## config.mk

```make
export PLATFORM = sky130hd
export DESIGN_NAME = dram_strobe_timing_config
export DESIGN_NICKNAME = d
export VERILOG_FILES = /design/src/pkg/dram_timing_pkg.sv /design/src/logic/dram_strobe_timing_config.sv /design/src/logic/dram_timing_decode.sv
export VERILOG_INCLUDE_DIRS = /design/src /design/src/pkg
export SDC_FILE = /design/constraint.sdc
export NUM_CORES = 1
export LEC_CHECK = 0
export BUFFER_PORTS_ARGS = -buffer_cell sky130_fd_sc_hd__buf_2
export CORE_ASPECT_RATIO = 1.25
export CORE_MARGIN = 2
export CORE_UTILIZATION = 45
export DETAILED_ROUTE_END_ITERATION = 16
export PLACE_DENSITY = 0.68
export RECOVER_POWER = 50
export SYNTH_ARGS = -nofsm -noshare
export SYNTH_HDL_FRONTEND = slang
export SYNTH_SLANG_ARGS = --single-unit
```

## constraint.sdc

```tcl
create_clock -name clk -period 6.1 [get_ports clk]
set_input_delay 1.525 -clock clk [delete_from_list [all_inputs] [get_ports clk]]
set_output_delay 1.525 -clock clk [all_outputs]
set_load 0.005 [all_outputs]
```

## src/pkg/dram_timing_consts.svh

```systemverilog
// register offsets, field positions, reset values and cycle bases of the timing block
`ifndef DRAM_TIMING_CONSTS_SVH
`define DRAM_TIMING_CONSTS_SVH

`define TIMING_OFS      4'h0
`define STATUS_OFS      4'h4

`define TIMING_RESET    16'h1514
`define TIMING_WR_MASK  16'h1FFC

`define RAS_WIDTH_LSB      11
`define COL_HOLD_BIT       10
`define RD_WIDTH_LSB       8
`define WR_WIDTH_LSB       6
`define CAS_PRE_BIT        5
`define COL_DELAY_BIT      4
`define CAS_DELAY_LSB      2

`define RAS_WIDTH_BASE     4'h4
`define CASW_BASE          4'h2
`define CAS_DELAY_BASE     4'h2
`define CAS_DELAY_FALLBACK 4'h3
`define CAS_DELAY_RSV0     2'h0
`define CAS_DELAY_RSV3     2'h3

`define STATUS_BUSY_BIT 0
`define STATUS_CNT_LSB  8

`endif

```

## src/pkg/dram_timing_pkg.sv

```systemverilog
// types shared by the strobe timing block
package dram_timing_pkg;

  typedef enum logic [2:0] {
    sIdle,
    sRowDelay,
    sCasOn,
    sCasOff,
    sRasHold,
    sPrecharge
  } seq_state_t;

endpackage

```

## src/logic/dram_strobe_timing_config.sv

```systemverilog
// dram strobe sequencer with its programmable timing register on wishbone
//
// What this block does
// - RAS stays asserted at least 4, 5, 6 or 7 cycles for codes 0..3 of bits 12:11, reset 6.
// - Column address is held 1 or 2 cycles after CAS asserts per bit 10, reset 2.
// - CAS is asserted 2, 3, 4 or 5 cycles on reads per bits 9:8, reset 3.
// - CAS is asserted 2, 3, 4 or 5 cycles on writes per bits 7:6, reset 2.
// - CAS stays deasserted 1 or 2 cycles between assertions per bit 5, reset 1.
// - Column address is driven 1 or 2 cycles after RAS asserts per bit 4, reset 2.
// - Bits 3:2 set the cycles from RAS assertion to CAS assertion.
`timescale 1ns/1ps
`include "dram_timing_consts.svh"

module dram_strobe_timing_config
  import dram_timing_pkg::*;
#(
  parameter int             AddrWidth    = 12,
  parameter logic [3:0]     RowPrecharge = 4'h3
)
(
  input  wire logic                 clk,
  input  wire logic                 rstn,
  input  wire logic [3:0]           wbAdr,
  input  wire logic [31:0]          wbDatW,
  input  wire logic [3:0]           wbSel,
  input  wire logic                 wbWe,
  input  wire logic                 wbCyc,
  input  wire logic                 wbStb,
  output logic                      wbAck,
  output logic      [31:0]          wbDatR,
  input  wire logic                 reqValid,
  input  wire logic                 reqWrite,
  input  wire logic [AddrWidth-1:0] reqRow,
  input  wire logic [AddrWidth-1:0] reqCol,
  input  wire logic [1:0]           reqBeats,
  output logic                      reqReady,
  output logic                      accessDone,
  output logic                      rasN,
  output logic                      casN,
  output logic                      weN,
  output logic      [AddrWidth-1:0] dramAddr
);

  typedef struct packed {
    seq_state_t           st;
    logic [15:0]          timing;
    logic [15:0]          snap;
    logic [7:0]           accesses;
    logic                 wbAck;
    logic [31:0]          wbDatR;
    logic                 reqReady;
    logic                 accessDone;
    logic                 rasN;
    logic                 casN;
    logic                 weN;
    logic                 write;
    logic [AddrWidth-1:0] addr;
    logic [AddrWidth-1:0] col;
    logic [1:0]           beatsLeft;
    logic [5:0]           tRas;
    logic [3:0]           casAge;
    logic [3:0]           cnt;
  } state_t;

  state_t s;
  state_t next_s;

  logic [3:0] row_strobe_pulse_width;
  logic [3:0] colHold;
  logic [3:0] rdWidth;
  logic [3:0] wrWidth;
  logic [3:0] casPre;
  logic [3:0] colDelay;
  logic [3:0] casDelay;
  logic [3:0] casWidth;

  // decoding the snapshot, not the live register, keeps a running access stable
  dram_timing_decode u_decode
  (
    .timing   (s.snap),
    .row_strobe_pulse_width    (row_strobe_pulse_width),
    .colHold  (colHold),
    .rdWidth  (rdWidth),
    .wrWidth  (wrWidth),
    .casPre   (casPre),
    .colDelay (colDelay),
    .casDelay (casDelay)
  );

  function automatic logic [15:0] mergeBytes(input logic [15:0] old, input logic [15:0] wdat,
                                             input logic [1:0] sel);
    mergeBytes = old;
    if (sel[0])
      mergeBytes[7:0] = wdat[7:0];
    if (sel[1])
      mergeBytes[15:8] = wdat[15:8];
  endfunction

  always_comb
  begin
    next_s            = s;
    next_s.wbAck      = 1'b0;
    next_s.accessDone = 1'b0;
    casWidth          = s.write ? wrWidth : rdWidth;

    // wishbone classic slave, ack one cycle after the strobe, dropped next cycle
    if (wbCyc && wbStb && !s.wbAck)
    begin
      next_s.wbAck  = 1'b1;
      next_s.wbDatR = 32'h0000_0000;
      case (wbAdr)
        `TIMING_OFS:
        begin
          next_s.wbDatR = {16'h0000, s.timing};
        end
        `STATUS_OFS:
        begin
          next_s.wbDatR[`STATUS_BUSY_BIT] = (s.st != sIdle);
          next_s.wbDatR[`STATUS_CNT_LSB+7:`STATUS_CNT_LSB] = s.accesses;
        end
        default:
        begin
          next_s.wbDatR = 32'h0000_0000;
        end
      endcase
    end

    // the write lands at the edge where the master sees ack high
    if (wbCyc && wbStb && wbWe && s.wbAck && wbAdr == `TIMING_OFS)
      next_s.timing = mergeBytes(s.timing, wbDatW[15:0], wbSel[1:0]) & `TIMING_WR_MASK;

    // tRas counts while ras is low, casAge while cas is low, cnt every cycle, all saturating so long holds never wrap
    if (!s.rasN && s.tRas != 6'h3F)
      next_s.tRas = s.tRas + 6'h01;
    if (!s.casN && s.casAge != 4'hF)
      next_s.casAge = s.casAge + 4'h1;
    if (s.cnt != 4'hF)
      next_s.cnt = s.cnt + 4'h1;

    case (s.st)
      sIdle:
      begin
        if (reqValid && s.reqReady)
        begin
          next_s.st        = sRowDelay;
          next_s.rasN      = 1'b0;
          next_s.tRas      = 6'h01;
          next_s.addr      = reqRow;
          next_s.col       = reqCol;
          next_s.beatsLeft = reqBeats;
          next_s.write     = reqWrite;
          next_s.weN       = !reqWrite;
          next_s.snap      = s.timing;
          next_s.reqReady  = 1'b0;
        end
      end
      sRowDelay:
      begin
        if (s.tRas == {2'b00, colDelay})
          next_s.addr = s.col;
        if (s.tRas == {2'b00, casDelay})
        begin
          next_s.casN   = 1'b0;
          next_s.casAge = 4'h1;
          next_s.st     = sCasOn;
        end
      end
      sCasOn:
      begin
        // next beat's column only after the hold time has passed
        if (s.beatsLeft != 2'b00 && s.casAge == colHold)
        begin
          next_s.col  = s.col + 1'b1;
          next_s.addr = s.col + 1'b1;
        end
        if (s.casAge == casWidth)
        begin
          next_s.casN   = 1'b1;
          next_s.casAge = 4'h0;
          next_s.cnt    = 4'h1;
          if (s.beatsLeft == 2'b00)
            next_s.st = sRasHold;
          else
          begin
            next_s.beatsLeft = s.beatsLeft - 2'b01;
            next_s.st        = sCasOff;
          end
        end
      end
      sCasOff:
      begin
        if (s.cnt == casPre)
        begin
          next_s.casN   = 1'b0;
          next_s.casAge = 4'h1;
          next_s.st     = sCasOn;
        end
      end
      sRasHold:
      begin
        // ras also covers the last cas pulse, even if the width is set short
        if (s.tRas >= {2'b00, row_strobe_pulse_width})
        begin
          next_s.rasN = 1'b1;
          next_s.weN  = 1'b1;
          next_s.cnt  = 4'h1;
          next_s.st   = sPrecharge;
        end
      end
      sPrecharge:
      begin
        if (s.cnt >= RowPrecharge)
        begin
          next_s.st         = sIdle;
          next_s.reqReady   = 1'b1;
          next_s.accessDone = 1'b1;
          next_s.accesses   = s.accesses + 8'h01;
        end
      end
      default:
      begin
        next_s.st = sIdle;
      end
    endcase
  end

  always_ff @(posedge clk)
  begin
    if (!rstn)
    begin
      s          <= '0;
      s.st       <= sIdle;
      s.timing   <= `TIMING_RESET;
      s.snap     <= `TIMING_RESET;
      s.reqReady <= 1'b1;
      s.rasN     <= 1'b1;
      s.casN     <= 1'b1;
      s.weN      <= 1'b1;
    end
    else
      s <= next_s;
  end

  assign wbAck      = s.wbAck;
  assign wbDatR     = s.wbDatR;
  assign reqReady   = s.reqReady;
  assign accessDone = s.accessDone;
  assign rasN       = s.rasN;
  assign casN       = s.casN;
  assign weN        = s.weN;
  assign dramAddr   = s.addr;
endmodule

```

## src/logic/dram_timing_decode.sv

```systemverilog
// turns the timing register fields into cycle counts
`timescale 1ns/1ps
`include "dram_timing_consts.svh"

module dram_timing_decode
(
  input  wire logic [15:0] timing,
  output logic      [3:0]  row_strobe_pulse_width,
  output logic      [3:0]  colHold,
  output logic      [3:0]  rdWidth,
  output logic      [3:0]  wrWidth,
  output logic      [3:0]  casPre,
  output logic      [3:0]  colDelay,
  output logic      [3:0]  casDelay
);

  function automatic logic [3:0] codeToCycles(input logic [1:0] code, input logic [3:0] base);
    codeToCycles = base + {2'b00, code};
  endfunction

  logic [1:0] casDelayCode;

  always_comb
  begin
    casDelayCode = timing[`CAS_DELAY_LSB+1:`CAS_DELAY_LSB];
    row_strobe_pulse_width    = codeToCycles(timing[`RAS_WIDTH_LSB+1:`RAS_WIDTH_LSB], `RAS_WIDTH_BASE);
    colHold  = timing[`COL_HOLD_BIT] ? 4'h2 : 4'h1;
    rdWidth  = codeToCycles(timing[`RD_WIDTH_LSB+1:`RD_WIDTH_LSB], `CASW_BASE);
    wrWidth  = codeToCycles(timing[`WR_WIDTH_LSB+1:`WR_WIDTH_LSB], `CASW_BASE);
    casPre   = timing[`CAS_PRE_BIT] ? 4'h2 : 4'h1;
    colDelay = timing[`COL_DELAY_BIT] ? 4'h2 : 4'h1;
    // reserved codes fall back to the shortest legal delay
    if (casDelayCode == `CAS_DELAY_RSV0 || casDelayCode == `CAS_DELAY_RSV3)
      casDelay = `CAS_DELAY_FALLBACK;
    else
      casDelay = codeToCycles(casDelayCode, `CAS_DELAY_BASE);
  end

endmodule

```

==> results.py <==
metrics = {
    "yosys": {
        "synth_flop_cell": "dfxtp_1",
        "syn_inst": 593,
        "netlist_area_sq_um": 4940,
        "ys_seq_area_share_pct": 38.5,
        "synth_top_family_by_area": "simple AND/OR/NAND/NOR gates",
        "synth-seq-cells": 95,
        "synth-async-reset-ratio_pct": 0,
        "yosys_warnings": 0,
        "synth-adder-area-share_pct": 2.03,
        "synth_xor_area_share_pct": 3.73,
        "muxShareOfSynthArea_pct": 3.88,
        "synth_edf_count": 0,
        "synth-simple-area-share_pct": 22.6,
        "synth_compound_area_share_pct": 19.3,
        "synth_area_per_cell_sq_um": 8.33,
        "synth.distinct_cells": 60,
    },
    "cts": {
        "holdBufCountCts": 0,
        "clockBufferDepth": 2,
        "cts_resized": 0,
        "path_clk_slew_ps": 70,
        "cts_root_buffer": "clkbuf_16",
        "cts.sinks": 95,
        "cts_tree": "built",
        "h-tree-depth": 3,
        "cts_setup_buffers": 0,
        "cts_buffers": 9,
        "clock_latency_ps": 350,
    },
    "run": {
        "max_cap_viol_count": 0,
    },
    "layout": {
        "final_area_sq_um": 5460,
        "syn_to_final_growth_pct": 10.6,
        "drive_above_1_share_pct": 16.7,
        "final_nets": 716,
        "fill_cells": 1031,
        "n_antenna_cell": 0,
    },
    "sta": {
        "fin_crit_ps": 4190,
        "fin_crit_sh_pct": 68.7,
        "tns_ps": 0,
        "rsz0062_at_grt": "no",
        "worst_pin_slew_ps": 1400,
        "fin_ws_ps": 1910,
        "fin_skew_ps": 7.19,
        "slew_headroom_pct": 6.71,
        "drv_slew": 0,
        "final_hold_viol_count": 0,
        "fmax_ghz": 0.239,
        "fin_hold_ws_ps": 454,
        "setup_violations": 0,
    },
    "routing": {
        "detail-route-antenna-nets": 0,
        "totalWireLength_um": 12300,
        "detail_route.first_pass.iterations": 4,
        "drcViolationCount": 0,
        "detail_route.wl_per_cell_um": 16.0,
        "vias": 4369,
        "via_per_inst": 5.66,
        "drt_iter0_drc": 250,
    },
    "place": {
        "hpwl_um": 8750,
        "place_ws_ps": 2590,
        "numPortBuffers": 82,
        "place_congestion": 0.825,
        "placed_area_sq_um": 5170,
    },
    "critical_path": {
        "worstPathMaxFanout": 29,
        "worst_ep_arrival_time_ps": 4460,
        "crit_path_end_kind": "register",
        "critPathLaunch": "rstn",
        "start_kind": "input port",
        "critPathKind": "input port to register",
        "r2r-start": "s[4]",
        "cp.required_ps": 6370,
    },
    "floorplan": {
        "dieArea_sq_um": 11800,
        "initial_core_util_pct": 46.3,
        "ios": 123,
        "die_h_um": 121,
        "num_rows": 42,
        "chipWidth_um": 97.7,
        "fp.coreArea_sq_um": 10700,
    },
    "global_routing": {
        "grt_pass1_wl_um": 20200,
        "grt.overflow.total": 0,
        "antenna_found_initial": 0,
        "first_global_vias": 4260,
        "track_usage_pct": 21.1,
        "grt_max_degree": 46,
    },
    "power_and_ir_drop": {
        "p_leak_nw": 2.21,
        "power_density_nw_per_um2": 374,
        "ir_drop_mv": 0.152,
    },
    "min_path": {
        "hold_class": "register to register",
        "worstHoldStart": "wbDatR[15]",
    },
    "outcome": {
        "status": "finished clean",
    },
}
==> sequential cells by signal, summed over array words and instances (netlist names) <==
signal and count:
casN 1, accessDone 1, weN 1, rasN 1, wbAck 1, dramAddr 12
s 62, reqReady 1, wbDatR 15
==> metal layers <==
layer | wire length, um | track usage, % | vias to the layer above | part of all wire [%]
li1 | - | - | 2171 | -
met1 | 5240 | 25.5 | 2058 | 42
met2 | 6220 | 36.5 | 126 | 50
met3 | 677 | 4.84 | 14 | 5.5
met4 | 194 | 8.07 | 0 | 1.6
met5 | 0 | 0 | - | 0
==> metrics by stage <==
stage | cells | util [%] | total power [mW]
floorplan | 609 | - | 1.33
global placement | 756 | 48.4 | 1.45
detailed placement | 756 | 48.4 | 1.47
CTS | 772 | 51.4 | 2.06
global route | 772 | 51.2 | 2.17
finish | 772 | 51.2 | 2.04
==> where the power goes <==
| part | switching (mW) | internal (mW) |
|---|---|---|
| sequential | 0.0915 | 0.712 |
| clock | 0.259 | 0.334 |
| combinational | 0.397 | 0.250 |
| total | 0.748 | 1.30 |
==> cell type report <==
cell class	instances	area, sq um	share of cell area (%)
Multi-Input combinational cell	432	2620	47.9
Sequential cell	95	1900	34.8
Timing Repair Buffer	87	428	7.84
Clock buffer	10	239	4.38
Tap cell	132	165	3.03
Clock inverter	6	72.6	1.33
Inverter	10	37.5	0.688
==> synthesized netlist by cell type (8+ instances only) <==
master    instances  area share, %
dfxtp_1          95             39
nand2_1          72            5.5
nor2_1           50            3.8
a21oi_1          48            4.9
buf_4            46            7.0
nand3_1          30            3.0
clkbuf_1         22            1.7
nor3_1           21            2.1
mux2i_1          18            3.6
xor2_1           15            2.7
o21ai_0          14            1.4
a211oi_1         13            2.0
a221oi_1         10            1.8
inv_1             9           0.68
a31oi_1           8            1.0
ha_1              8            2.0
==> critical path, cell delays in order <==
cell	delay [ps]
clkbuf_1	990
inv_1	740
a31oi_1	490
or3b_2	510
nor3_1	180
==> worst paths after layout <==
path	slack [ps]	depth (start not counted)	end
max	1910	5	s[6]
max reg2reg	3470	5	dramAddr[1]
min	450	2	wbDatR[15]
min reg2reg	450	2	wbDatR[15]
==> kinds of logic after synthesis <==
| group | count (synthesis) |
|---|---|
| multiplexers | 19 |
| AO/OA/AOI/OAI | 138 |
| adder cells (fa/ha/maj) | 8 |
| buffers and inverters | 82 |
| AND/OR/NAND/NOR | 229 |
| flip-flops | 95 |
| other | 1 |
| XOR/XNOR | 21 |
==> cells in the final DEF, fill, tap and decap left out, types with 15 or more instances in the layout <==
cell type / Yosys / routed
a21oi_1: 48 / 48
dfxtp_1: 95 / 95
xor2_1: 15 / 15
buf_2: 3 / 69
nand3_1: 30 / 30
nand2_1: 72 / 72
mux2i_1: 18 / 18
nor2_1: 50 / 50
nor3_1: 21 / 21
conb_1: 1 / 17
Note: power is estimated with default switching activity, not from simulation.
